`config.mk`:
```
export PLATFORM = sky130hd
export DESIGN_NAME = wdt_top
export DESIGN_NICKNAME = d
export VERILOG_FILES = /design/src/logic/wdt_pkg.sv /design/src/logic/wdt_prescaler.sv /design/src/logic/wdt_ahb_slave.sv /design/src/logic/wdt_top.sv
export SDC_FILE = /design/constraint.sdc
export NUM_CORES = 1
export LEC_CHECK = 0
export BUFFER_PORTS_ARGS = -buffer_cell sky130_fd_sc_hd__buf_2
export CORE_MARGIN = 2
export CORE_UTILIZATION = 35
export CTS_BUF_LIST = sky130_fd_sc_hd__clkbuf_16
export CTS_CLUSTER_DIAMETER = 120
export DETAILED_ROUTE_END_ITERATION = 8
export PLACE_DENSITY = 0.62
export SYNTH_ARGS = -nofsm -noshare
export SYNTH_HDL_FRONTEND = slang
export SYNTH_SLANG_ARGS = --single-unit
```
`constraint.sdc`:
```
create_clock -name i_mclk -period 2.15 [get_ports i_mclk]
set_clock_uncertainty 0.1 [all_clocks]
set_input_delay 0.3225 -clock i_mclk [delete_from_list [all_inputs] [get_ports i_mclk]]
set_output_delay 0.3225 -clock i_mclk [all_outputs]
set_load 0.02 [all_outputs]
```
`src/logic/wdt_pkg.sv`:
```
// constants shared by the watchdog block: map, fields, reset values, timing
// Operation
// - counter write needs filter bits all zero
// - accepted write reloads count from data byte
// - read gives live count plus negative flag
// - decrement by one per timebase tick
// - below zero wraps as 9-bit two's complement
// - mode zero raises NMI at count zero
// - mode zero resets at minus sixteen, reloads
// - mode one resets at zero or below
// - mode zero halts while freeze flag set
// - mode one ignores software freeze
// - mode bit set-only, cleared by resets
// - debug halt always stops the countdown
package wdt_pkg;
    // ------------------------------------------------------------------
    // timing
    // ------------------------------------------------------------------
    localparam int unsigned CLK_PERIOD_NS = 50;
    // timebase period in microseconds (10.24 ms)
    localparam int unsigned TICK_PERIOD_US = 10240;
    // clock cycles per timebase tick, rounded down to whole cycles
    localparam int unsigned TICK_CYCLES = (TICK_PERIOD_US * 1000) / CLK_PERIOD_NS;

    // ------------------------------------------------------------------
    // register map: printed offsets are register indexes, byte = 4 * index
    // ------------------------------------------------------------------
    localparam logic [31:0] PRINT_BASE = 32'h5000_3100;
    localparam logic [31:0] PRINT_COUNTER = 32'h5000_3100;
    localparam logic [31:0] PRINT_CONTROL = 32'h5000_3102;
    localparam int unsigned ADDR_W = 8;
    localparam logic [ADDR_W-1:0] ADDR_COUNTER = ADDR_W'(4 * (PRINT_COUNTER - PRINT_BASE));
    localparam logic [ADDR_W-1:0] ADDR_CONTROL = ADDR_W'(4 * (PRINT_CONTROL - PRINT_BASE));
    // freeze set and freeze clear strobes
    localparam logic [ADDR_W-1:0] ADDR_FREEZE_SET = 8'h10;
    localparam logic [ADDR_W-1:0] ADDR_FREEZE_CLR = 8'h14;

    // ------------------------------------------------------------------
    // field positions
    // ------------------------------------------------------------------
    localparam int unsigned FILTER_HI = 15;
    localparam int unsigned FILTER_LO = 9;
    localparam int unsigned NEG_BIT = 8;
    localparam int unsigned VAL_HI = 7;
    localparam int unsigned CTRL_MODE_BIT = 0;
    localparam int unsigned CTRL_SPARE_BIT = 1;
    localparam int unsigned FREEZE_BIT = 0;

    // ------------------------------------------------------------------
    // count values and reset values
    // ------------------------------------------------------------------
    localparam int unsigned COUNT_W = 9;
    localparam logic [8:0] COUNT_RESET = 9'h0ff;
    localparam logic [8:0] COUNT_RELOAD = 9'h0ff;
    localparam logic [8:0] COUNT_ZERO = 9'h000;
    localparam logic [8:0] COUNT_FIRE_NMI_MODE = 9'h1f0;
    localparam logic [1:0] CTRL_RESET = 2'h0;
endpackage

```
`src/logic/wdt_prescaler.sv`:
```
// timebase prescaler: one tick pulse per programmed number of clocks
`timescale 1ns/1ps
module wdt_prescaler #(
    parameter int unsigned P_CYCLES = wdt_pkg::TICK_CYCLES
) (
    input wire logic i_mclk,
    input wire logic i_rst,
    input wire logic i_restart,
    input wire logic i_run,
    output logic o_tick
);
    localparam int unsigned CW = (P_CYCLES > 2) ? $clog2(P_CYCLES) : 1;
    localparam logic [CW-1:0] LAST = CW'(P_CYCLES - 1);

    // refuse periods the divider cannot make
    if (P_CYCLES < 2)
    begin : g_bad_period
        $error("prescaler period must be at least two cycles");
    end

    logic [CW-1:0] div; // cycles into the current period

    // ------------------------------------------------------------------
    // divider: holds while stopped, restarts on reload
    // ------------------------------------------------------------------
    always_ff @(posedge i_mclk)
    begin
        if (i_rst || i_restart)
        begin
            div <= '0;
            o_tick <= 1'b0;
        end
        else if (i_run)
        begin
            // last cycle of the period emits the pulse
            o_tick <= (div == LAST);
            div <= (div == LAST) ? '0 : div + CW'(1);
        end
        else
        begin
            o_tick <= 1'b0;
        end
    end

    // ticks of a running divider fall on a period boundary, never two in a row
    tick_space_a: assert property (@(posedge i_mclk) disable iff (i_rst || i_restart)
        o_tick |-> (div == '0) && !$past(o_tick))
        else $error("tick not at period boundary");
endmodule

```
`src/logic/wdt_ahb_slave.sv`:
```
// ahb-lite slave front end: zero wait states, registered read data
`timescale 1ns/1ps
module wdt_ahb_slave #(
    parameter int unsigned AW = wdt_pkg::ADDR_W
) (
    input wire logic i_mclk,
    input wire logic i_rst,
    input wire logic i_hsel,
    input wire logic [AW-1:0] i_haddr,
    input wire logic [1:0] i_htrans,
    input wire logic i_hwrite,
    input wire logic [2:0] i_hsize,
    input wire logic [31:0] i_hwdata,
    input wire logic i_hready,
    input wire logic [31:0] i_rd_data,
    output logic [31:0] o_hrdata,
    output logic o_hreadyout,
    output logic o_hresp,
    output logic o_wr_en,
    output logic [AW-1:0] o_wr_addr,
    output logic [31:0] o_wr_data,
    output logic o_rd_en,
    output logic [AW-1:0] o_rd_addr
);
    logic take; // address phase accepted this edge
    logic ph_wr; // write data phase pending
    logic [AW-1:0] ph_addr; // address held for the data phase

    // only whole-word single transfers are used; only a size code of 7 is refused
    assign take = i_hsel && i_hready && i_htrans[1] && (i_hsize != 3'h7);
    assign o_rd_en = take && !i_hwrite;
    assign o_rd_addr = i_haddr;
    assign o_wr_en = ph_wr;
    assign o_wr_addr = ph_addr;
    assign o_wr_data = i_hwdata;

    // ------------------------------------------------------------------
    // address phase capture and response flops
    // ------------------------------------------------------------------
    always_ff @(posedge i_mclk)
    begin
        if (i_rst)
        begin
            ph_wr <= 1'b0;
            ph_addr <= '0;
            o_hrdata <= 32'h0000_0000;
            o_hreadyout <= 1'b1;
            o_hresp <= 1'b0;
        end
        else
        begin
            ph_wr <= take && i_hwrite;
            ph_addr <= i_haddr;
            // read data sampled at the address phase, shown in data phase
            o_hrdata <= o_rd_en ? i_rd_data : 32'h0000_0000;
            o_hreadyout <= 1'b1;
            o_hresp <= 1'b0;
        end
    end
endmodule

```
`src/logic/wdt_top.sv`:
```
// watchdog timer with nmi and system reset, ahb-lite register access
`timescale 1ns/1ps
module wdt_top #(
    parameter int unsigned P_TICK_CYCLES = wdt_pkg::TICK_CYCLES
) (
    input wire logic i_mclk,
    input wire logic i_rst,
    input wire logic i_sw_rst,
    input wire logic i_dbg_halt,
    input wire logic i_hsel,
    input wire logic [31:0] i_haddr,
    input wire logic [1:0] i_htrans,
    input wire logic i_hwrite,
    input wire logic [2:0] i_hsize,
    input wire logic [31:0] i_hwdata,
    input wire logic i_hready,
    output logic [31:0] o_hrdata,
    output logic o_hreadyout,
    output logic o_hresp,
    output logic o_nmi,
    output logic o_wdt_reset
);
    // ------------------------------------------------------------------
    // declarations
    // ------------------------------------------------------------------
    localparam int unsigned AW = wdt_pkg::ADDR_W;

    // refuse a timebase too short to serve
    if (P_TICK_CYCLES < 2)
    begin : g_bad_tick
        $error("timebase must be at least two cycles");
    end

    logic wr_en; // write data phase strobe
    logic [AW-1:0] wr_addr; // write address
    logic [31:0] wr_data; // write data
    logic rd_en; // read address phase strobe
    logic [AW-1:0] rd_addr; // read address
    logic [31:0] rd_data; // read mux output
    logic tick; // timebase pulse

    logic [8:0] count; // signed live counter
    logic nmi_mode_off; // response select: 1 = direct reset
    logic ctrl_spare; // spare read/write control bit
    logic freeze_flag; // software freeze request

    logic wr_counter; // write hits counter register
    logic wr_accept; // write passes the filter
    logic wr_control; // write hits control register
    logic wr_frz_set; // write to freeze set strobe
    logic wr_frz_clr; // write to freeze clear strobe
    logic frozen; // countdown stopped this cycle
    logic fire; // watchdog reset condition
    logic blk_rst; // reset of the block except the bus front end

    // ------------------------------------------------------------------
    // bus front end
    // ------------------------------------------------------------------
    wdt_ahb_slave #(
        .AW(AW)
    ) u_bus (
        .i_mclk(i_mclk),
        .i_rst(i_rst),
        .i_hsel(i_hsel),
        .i_haddr(i_haddr[AW-1:0]),
        .i_htrans(i_htrans),
        .i_hwrite(i_hwrite),
        .i_hsize(i_hsize),
        .i_hwdata(i_hwdata),
        .i_hready(i_hready),
        .i_rd_data(rd_data),
        .o_hrdata(o_hrdata),
        .o_hreadyout(o_hreadyout),
        .o_hresp(o_hresp),
        .o_wr_en(wr_en),
        .o_wr_addr(wr_addr),
        .o_wr_data(wr_data),
        .o_rd_en(rd_en),
        .o_rd_addr(rd_addr)
    );

    // ------------------------------------------------------------------
    // timebase
    // ------------------------------------------------------------------
    wdt_prescaler #(
        .P_CYCLES(P_TICK_CYCLES)
    ) u_tick (
        .i_mclk(i_mclk),
        .i_rst(blk_rst),
        .i_restart(wr_accept || fire),
        .i_run(!frozen),
        .o_tick(tick)
    );

    // ------------------------------------------------------------------
    // write decode
    // ------------------------------------------------------------------
    assign blk_rst = i_rst || i_sw_rst;

    // address decode of the write data phase
    always_comb
    begin
        wr_counter = 1'b0;
        wr_control = 1'b0;
        wr_frz_set = 1'b0;
        wr_frz_clr = 1'b0;
        if (wr_addr == wdt_pkg::ADDR_COUNTER)
        begin
            wr_counter = wr_en;
        end
        else if (wr_addr == wdt_pkg::ADDR_CONTROL)
        begin
            wr_control = wr_en;
        end
        else if (wr_addr == wdt_pkg::ADDR_FREEZE_SET)
        begin
            wr_frz_set = wr_en && wr_data[wdt_pkg::FREEZE_BIT];
        end
        else if (wr_addr == wdt_pkg::ADDR_FREEZE_CLR)
        begin
            wr_frz_clr = wr_en && wr_data[wdt_pkg::FREEZE_BIT];
        end
    end

    // filter: upper seven bits must all be zero
    assign wr_accept = wr_counter && (wr_data[wdt_pkg::FILTER_HI:wdt_pkg::FILTER_LO] == 7'h00);

    // ------------------------------------------------------------------
    // stop and fire conditions
    // ------------------------------------------------------------------
    // debug halt always stops; freeze flag only in nmi mode
    assign frozen = i_dbg_halt || (freeze_flag && !nmi_mode_off);

    // reset at minus sixteen in nmi mode, at zero or below otherwise
    always_comb
    begin
        if (nmi_mode_off)
        begin
            fire = (count == wdt_pkg::COUNT_ZERO) || count[wdt_pkg::NEG_BIT];
        end
        else
        begin
            fire = (count == wdt_pkg::COUNT_FIRE_NMI_MODE);
        end
    end

    // ------------------------------------------------------------------
    // counter
    // ------------------------------------------------------------------
    // watchdog reset outranks a write, a write outranks a tick
    always_ff @(posedge i_mclk)
    begin
        if (blk_rst)
        begin
            count <= wdt_pkg::COUNT_RESET;
        end
        else if (fire)
        begin
            count <= wdt_pkg::COUNT_RELOAD;
        end
        else if (wr_accept)
        begin
            count <= {1'b0, wr_data[wdt_pkg::VAL_HI:0]};
        end
        else if (tick && !frozen)
        begin
            // 9-bit subtraction wraps zero to all ones
            count <= count - 9'h001;
        end
    end

    // ------------------------------------------------------------------
    // control register
    // ------------------------------------------------------------------
    // mode bit: software can only set it; resets clear it
    always_ff @(posedge i_mclk)
    begin
        if (blk_rst || fire)
        begin
            nmi_mode_off <= wdt_pkg::CTRL_RESET[wdt_pkg::CTRL_MODE_BIT];
        end
        else if (wr_control && wr_data[wdt_pkg::CTRL_MODE_BIT])
        begin
            nmi_mode_off <= 1'b1;
        end
    end

    // spare bit: plain storage
    always_ff @(posedge i_mclk)
    begin
        if (blk_rst)
        begin
            ctrl_spare <= wdt_pkg::CTRL_RESET[wdt_pkg::CTRL_SPARE_BIT];
        end
        else if (wr_control)
        begin
            ctrl_spare <= wr_data[wdt_pkg::CTRL_SPARE_BIT];
        end
    end

    // ------------------------------------------------------------------
    // freeze flag
    // ------------------------------------------------------------------
    // set strobe wins over a clear strobe in the same cycle
    always_ff @(posedge i_mclk)
    begin
        if (blk_rst || fire)
        begin
            freeze_flag <= 1'b0;
        end
        else if (wr_frz_set)
        begin
            freeze_flag <= 1'b1;
        end
        else if (wr_frz_clr)
        begin
            freeze_flag <= 1'b0;
        end
    end

    // ------------------------------------------------------------------
    // responses to the processor
    // ------------------------------------------------------------------
    // nmi level while at zero in nmi mode; reset pulse on fire
    always_ff @(posedge i_mclk)
    begin
        if (blk_rst)
        begin
            o_nmi <= 1'b0;
            o_wdt_reset <= 1'b0;
        end
        else
        begin
            o_nmi <= !nmi_mode_off && (count == wdt_pkg::COUNT_ZERO);
            o_wdt_reset <= fire;
        end
    end

    // ------------------------------------------------------------------
    // read decode
    // ------------------------------------------------------------------
    // unmapped addresses read as zero
    always_comb
    begin
        rd_data = 32'h0000_0000;
        if (!rd_en)
        begin
            rd_data = 32'h0000_0000;
        end
        else if (rd_addr == wdt_pkg::ADDR_COUNTER)
        begin
            rd_data[8:0] = count;
        end
        else if (rd_addr == wdt_pkg::ADDR_CONTROL)
        begin
            rd_data[wdt_pkg::CTRL_MODE_BIT] = nmi_mode_off;
            rd_data[wdt_pkg::CTRL_SPARE_BIT] = ctrl_spare;
        end
        else if ((rd_addr == wdt_pkg::ADDR_FREEZE_SET) || (rd_addr == wdt_pkg::ADDR_FREEZE_CLR))
        begin
            rd_data[wdt_pkg::FREEZE_BIT] = freeze_flag;
        end
    end

    // ------------------------------------------------------------------
    // checks
    // ------------------------------------------------------------------
    // a filtered-out write leaves the counter alone
    filter_block_a: assert property (@(posedge i_mclk) disable iff (blk_rst)
        (wr_counter && !wr_accept && !fire && !(tick && !frozen)) |=> $stable(count))
        else $error("rejected write changed the counter");

    // an accepted write loads the data byte
    write_load_a: assert property (@(posedge i_mclk) disable iff (blk_rst)
        (wr_accept && !fire) |=> (count == {1'b0, $past(wr_data[7:0])}))
        else $error("accepted write did not load the counter");

    // counter reads show value and sign
    read_value_a: assert property (@(posedge i_mclk) disable iff (blk_rst)
        (rd_en && (rd_addr == wdt_pkg::ADDR_COUNTER)) |=>
            (o_hrdata[8:0] == $past(count)) && (o_hrdata[31:9] == 23'h00_0000))
        else $error("counter read data wrong");

    // one step down per running tick
    tick_step_a: assert property (@(posedge i_mclk) disable iff (blk_rst)
        (tick && !frozen && !fire && !wr_accept) |=> (count == $past(count) - 9'h001))
        else $error("counter did not step by one");

    // zero steps to all ones
    wrap_ones_a: assert property (@(posedge i_mclk) disable iff (blk_rst)
        (tick && !frozen && !fire && !wr_accept && (count == 9'h000)) |=> (count == 9'h1ff))
        else $error("counter did not wrap to all ones");

    // nmi raised at zero in nmi mode and held there
    nmi_raise_a: assert property (@(posedge i_mclk) disable iff (blk_rst)
        (!nmi_mode_off && (count == 9'h000)) |=> o_nmi)
        else $error("nmi missing at zero");

    // reset at minus sixteen in nmi mode, then full reload
    neg_reset_a: assert property (@(posedge i_mclk) disable iff (blk_rst)
        (!nmi_mode_off && (count == 9'h1f0)) |=> (o_wdt_reset && (count == 9'h0ff)) ##1 !o_wdt_reset)
        else $error("reset at minus sixteen wrong");

    // direct mode resets at zero or below, never nmi
    direct_reset_a: assert property (@(posedge i_mclk) disable iff (blk_rst)
        (nmi_mode_off && ((count == 9'h000) || count[8])) |=> (o_wdt_reset && !o_nmi && (count == 9'h0ff)))
        else $error("direct mode reset wrong");

    // freeze flag holds the count in nmi mode
    freeze_hold_a: assert property (@(posedge i_mclk) disable iff (blk_rst)
        (freeze_flag && !nmi_mode_off && !wr_accept && !fire) |=> $stable(count))
        else $error("frozen counter moved");

    // direct mode keeps counting through software freeze
    freeze_ignore_a: assert property (@(posedge i_mclk) disable iff (blk_rst)
        (nmi_mode_off && freeze_flag && !i_dbg_halt && tick && !fire && !wr_accept)
            |=> (count == $past(count) - 9'h001))
        else $error("direct mode obeyed software freeze");

    // mode bit never cleared by software
    mode_sticky_a: assert property (@(posedge i_mclk) disable iff (blk_rst)
        (nmi_mode_off && !fire) |=> nmi_mode_off)
        else $error("mode bit cleared without reset");

    // debug halt stops the countdown in either mode
    debug_hold_a: assert property (@(posedge i_mclk) disable iff (blk_rst)
        (i_dbg_halt && !wr_accept && !fire) |=> $stable(count))
        else $error("counter moved in debug halt");

    // nmi stays low away from zero and in direct mode
    nmi_quiet_a: assert property (@(posedge i_mclk) disable iff (blk_rst)
        !(!nmi_mode_off && (count == 9'h000)) |=> !o_nmi)
        else $error("nmi raised away from zero");

    // without a tick, an accepted write or a reset the count holds
    count_idle_a: assert property (@(posedge i_mclk) disable iff (blk_rst)
        (!tick && !wr_accept && !fire) |=> $stable(count))
        else $error("counter moved without a tick");

    // no reset request without its condition
    reset_cause_a: assert property (@(posedge i_mclk) disable iff (blk_rst)
        !fire |=> !o_wdt_reset)
        else $error("reset pulse without cause");
endmodule

```
### Word-level counts from Yosys, hierarchy flattened

Cells that the tools add are included.

* bitwise operators: 2
* equality and inequality tests: 9
* $add $sub $neg: 2
* mux-type cells: 20
* reductions and logical operators: 32

Operators with widths (number)
* 8-bit by 5-bit == test with 1-bit output, second input constant: 4
* 18-bit by 1-bit adder with 18-bit output, second input constant: 1
* 18-bit == test, second input constant: 1
* 18-bit 2-to-1 mux: 1
* 8-bit by 4-bit == test with 1-bit output, second input constant: 2
* 8-bit zero test: 2
* 1-bit 2-to-1 mux: 16
* 8-bit 2-to-1 mux: 2
* 1-bit logical AND: 11
* 9-bit == test, second input constant: 1
* 9-bit zero test: 1
* 9-bit by 1-bit subtractor with 9-bit output, second input constant: 1
* 7-bit zero test: 1
* 1-bit logical OR: 7
* 2-bit OR reduction: 3
* 3-bit OR reduction: 2
* 2-bit nonzero test: 2
* 1-bit zero test: 3
* 3-bit != test, second input constant: 1
* 2-bit 2-to-1 mux: 1
* 1-bit inverter: 2

* output and inout port bits: 36
* word-level logic and storage cells: 79
* register bits after elaboration: 74

### Logic depth before layout (Yosys ltp)

* depth after elaboration: 7
* mapped depth: 8

### Cells and area by module

From an unflattened synthesis, not the netlist that was laid out.

* cell total of the unflattened synthesis: 361
* area, all modules: 3621.0 um2

By module, submodules not included
* wdt_ahb_slave: times used 1, area an instance 1834.3 um2, cells an instance 141, seq. area each 820.8 um2
* wdt_top: times used 1, area an instance 914.6 um2, cells an instance 120, seq. area each 280.3 um2
* wdt_prescaler: times used 1, area an instance 872.1 um2, cells an instance 100, seq. area each 380.4 um2

### Least setup slack after synthesis

Ideal clock, no wire load.

* path type: register -> register
* start point: register u_bus.ph_addr[1] (netlist: u_bus.o_wr_addr[1])
* end point: register count[5]
* path buffers: 1
* setup slack: 0.232 ns
* stages on the path, launching flop included: 7
* data required time: 1.933 ns
* clock period less this slack: 1.918 ns
* setup time: 0.117 ns
* arrival: 1.701 ns
* cells stage by stage: dfxtp_1 > or4_4 > nor4b_4 > and3_1 > buf_6 > nand2_4 > o22a_1

* cells in the longest elaborated chain, start to end: 4

RTL lines
* start: declaration: RTL line wdt_ahb_slave.sv:27 `logic [AW-1:0] ph_addr;`
* start signal: assignment: RTL line wdt_ahb_slave.sv:53 `ph_addr <= i_haddr;`
* 8-bit zero test (*): RTL line wdt_top.sv:107 `if (wr_addr == wdt_pkg::ADDR_COUNTER)`
* 1-bit 2-to-1 mux (*): RTL line wdt_top.sv:107
* 1-bit logical AND (*): RTL line wdt_top.sv:126 `assign wr_accept = wr_counter && (wr_data[wdt_pkg::FILTER_HI:wdt_pkg::FILTER_LO] == 7'h00);`
* 8-bit 2-to-1 mux or 2-bit nonzero test (tied branches)
* end signal: assignment: RTL line wdt_top.sv:159 `count <= wdt_pkg::COUNT_RELOAD;`
* end signal: assignment: RTL line wdt_top.sv:163 `count <= {1'b0, wr_data[wdt_pkg::VAL_HI:0]};`
* end signal: assignment: RTL line wdt_top.sv:168 `count <= count - 9'h001;`
* end: declaration: RTL line wdt_top.sv:42 `logic [8:0] count;`

Mark *: on every way between the ends. The rest lies on a longest branch, timed or not.
A chain may end at the register's enable or synchronous reset.

### Worst setup path after layout

* start point: register u_bus.ph_addr[1] (netlist: u_bus.o_wr_addr[1])
* end point: register count[6]

The elaborated chain is that of the path after synthesis.

==> run summary <==
Vias in the first global route - 1,711
Met3 Usage GRT - 3.24%
Startpoint types - register
Die width - 86.8 µm
Main synth FF type - dfxtp_1
Fill count - 664
Reg2Reg Launch Point - u_bus.o_wr_addr[1]$_SDFF_PP0_
Post-synth EDFFs - 0
Port Buf Inserts - 44
Post-route minimum period - 2030 ps
Max-cap violations - 0
M2 GR Usage - 21.3%
Routed len/inst - 11.4 µm
CTS root buf - clkbuf_16
Multi-input combinational cell area - 1230 µm²
GPL Wtd Cong - 0.810
Slew Limit Headroom - 59.4%
DRT Pass-1 Iters - 4
CTS sink cnt - 51
Max stage delay cell, worst path - or4_4
# hold bufs at CTS - 0
Final HPWL DP - 3.49 mm
Gr usage total - 12.5%
Largest net degree at the start of global routing - 16
WHS Path Cells - 2
Layout cell share with drive strength beyond 1 - 23.4%
Clock latency on the worst-skew pair - 280 ps
Die height - 86.8 µm
Post-CTS Setup Repair Bufs - 0
Via count - 1,835
CTS tree - built
Endpoint class of the critical path - register
Max IR drop VDD - 0.251 mV
Crit. path cell count - 6
DRC Markers - 0
Outcome - completed
Crit-path max cell delay - 550 ps
Worst Path Buf+Inv - 1
Static Leakage - 0.00123 µW
Register area - 1020 µm²
HP Start - i_hwdata[7]
Setup Total Neg Slack - 0 ps
DIE AREA - 7530 µm²
CTS resizes - 0
Starting Density - 35.7%
Final hold violation count - 0
Grt ovf - 0
Antenna viol nets, final - 0
Gate Count Post-Synth - 259
Area Overhead vs Synth - 17.7%
Crit-path leading delay family - simple AND/OR/NAND/NOR gates
Initial antenna violation count - 0
First-pass GRT wire length - 7.53 mm
Synth warn - 0
Seq cells post-synth - 51
Yosys cell types - 44
Core area - 6720 µm²
Total wire length - 4.50 mm
Share of synthesized registers carrying an async set or reset - 0%
Worst Reg-to-Reg Cells - 6
RSZ-0062 raised after global routing - no
Syn Area/Cell - 9.26 µm²
Met1 usage - 15.7%
Nets - 394
Final setup fails - 0
Final cycle utilization of the critical path - 94.6%
I/O Pins - 112
Worst slew pin tran - 603 ps
Hold Crit Class - in2reg
H-tree levels - 2
Register area share after synthesis - 42.6%
CP Data Arrival Time - 2100 ps
Num CTS Buffers - 5
Crit path max fanout - 7
Overall power - 1850 µW
Diode count - 0
Maximum operating frequency - 492 MHz
Synth Cell Area - 2400 µm²
Critical-path cell list - or4_4 -> nor4b_4 -> and3_1 -> buf_4 -> nand2_4 -> o22a_1
Vias per cell - 4.63
Row count - 30
Worst path required time - 2220 ps
Max clock buf depth - 2
Clock slew at reported path FFs - 60 ps
Worst setup startpoint - u_bus.o_wr_addr[1]$_SDFF_PP0_
WS Path Type - reg2reg
Pwr Density - 656 nW/µm²
Gr busiest metal - met2
DRT iter0 DRCs - 101
Final slew viol count - 0
## worst register-to-register path, stage by stage, from the launching register on
cell     delay [ps]
dfxtp_1         300
or4_4           550
nor4b_4         340
and3_1          210
buf_4           160
nand2_4          70
o22a_1          190
## per-stage QoR
stage / setup slack, ps / instance area (µm²) / hold slack, ps / std cells / utilization, %
after detailed placement: 97.4 / 2680 / 391 / 388 / 39.9
after global placement: 121 / 2680 / 384 / 388 / 39.9
after floorplan: 232 / 2480 / 301 / 282 / -
final: 116 / 2820 / 154 / 396 / 42.0
after global routing: 19.1 / 2820 / 156 / 396 / 42.0
after CTS: 110 / 2820 / 147 / 396 / 42.0
## per-layer routing
metal | share of wire, % | wire length [µm] | vias up
met5 | 0 | 0 | -
met4 | 0.91 | 41 | 0
met3 | 5.4 | 245 | 4
met2 | 46 | 2060 | 47
met1 | 48 | 2150 | 836
li1 | - | - | 948
## registers in the layout, indices dropped and copies added, names as in the netlist, 8 cells and up
register         cells
count                9
u_bus.o_hrdata       9
u_tick.div          18
u_bus.o_wr_addr      8
## worst paths after layout
check | to | slack, ps
hold / removal | count[7]$_SDFFE_PP1P_ | 150
setup reg to reg | count[6]$_SDFFE_PP1P_ | 120
hold reg to reg | ctrl_spare$_SDFFE_PP0P_ | 400
setup / recovery | count[6]$_SDFFE_PP1P_ | 120
## report_power, final
| part | switching [µW] | total (µW) | internal (µW) | leakage (µW) |
|---|---|---|---|---|
| sequential | 7.69 | 963 | 956 | 0.000414 |
| combinational | 89.2 | 144 | 54.9 | 0.000741 |
| clock | 320 | 744 | 425 | 0.0000726 |
| total | 416 | 1850 | 1440 | 0.00123 |
## area by class of cell
cell class / count / area share (%)
Clock buffer: 5 / 4.43
Timing Repair Buffer: 56 / 11.4
Tap cell: 80 / 3.55
Multi-Input combinational cell: 198 / 43.4
Sequential cell: 51 / 36.2
Clock inverter: 3 / 0.576
Inverter: 3 / 0.399
## logic make-up after synthesis
group | count (synthesis) | synth area share (%)
mux | 4 | 1.67
simple gates | 125 | 29.5
xor+xnor | 24 | 8.77
buf+inv | 33 | 9.86
other cells | 2 | 0.313
fa+ha+maj | 3 | 1.57
compound gates | 17 | 5.69
flops | 51 | 42.6
## cell usage in the layout, fill, tap and decap left out, drive strengths merged, types with 5 or more instances in the layout
master | netlist | layout
buf | 28 | 56
dfxtp | 51 | 51
nor2 | 38 | 38
conb | 2 | 25
xor2 | 19 | 19
nand2 | 14 | 14
nand3 | 13 | 13
nor2b | 9 | 9
and2 | 8 | 8
and3 | 7 | 7
nor4 | 6 | 6
nor3 | 6 | 6
nand4 | 5 | 5
xnor2 | 5 | 5
clkbuf | 2 | 5
nor4b | 5 | 5
## cells in the mapped netlist, types with 4 or more instances
cell | instances | share of area, %
mux2i_1 | 4 | 1.7
and2_1 | 8 | 2.1
xnor2_1 | 5 | 1.8
o21ai_0 | 4 | 0.84
nor3_1 | 5 | 1.0
a31oi_1 | 4 | 1.0
xor2_1 | 19 | 6.9
buf_4 | 26 | 8.1
nor4_1 | 6 | 1.6
nor2b_1 | 9 | 2.3
and3_1 | 7 | 1.8
dfxtp_1 | 51 | 43
nor2_1 | 38 | 6.0
nand4_1 | 5 | 1.3
nand3_1 | 12 | 2.5
nand2_1 | 13 | 2.0
Power figures use the tool's default switching activity.
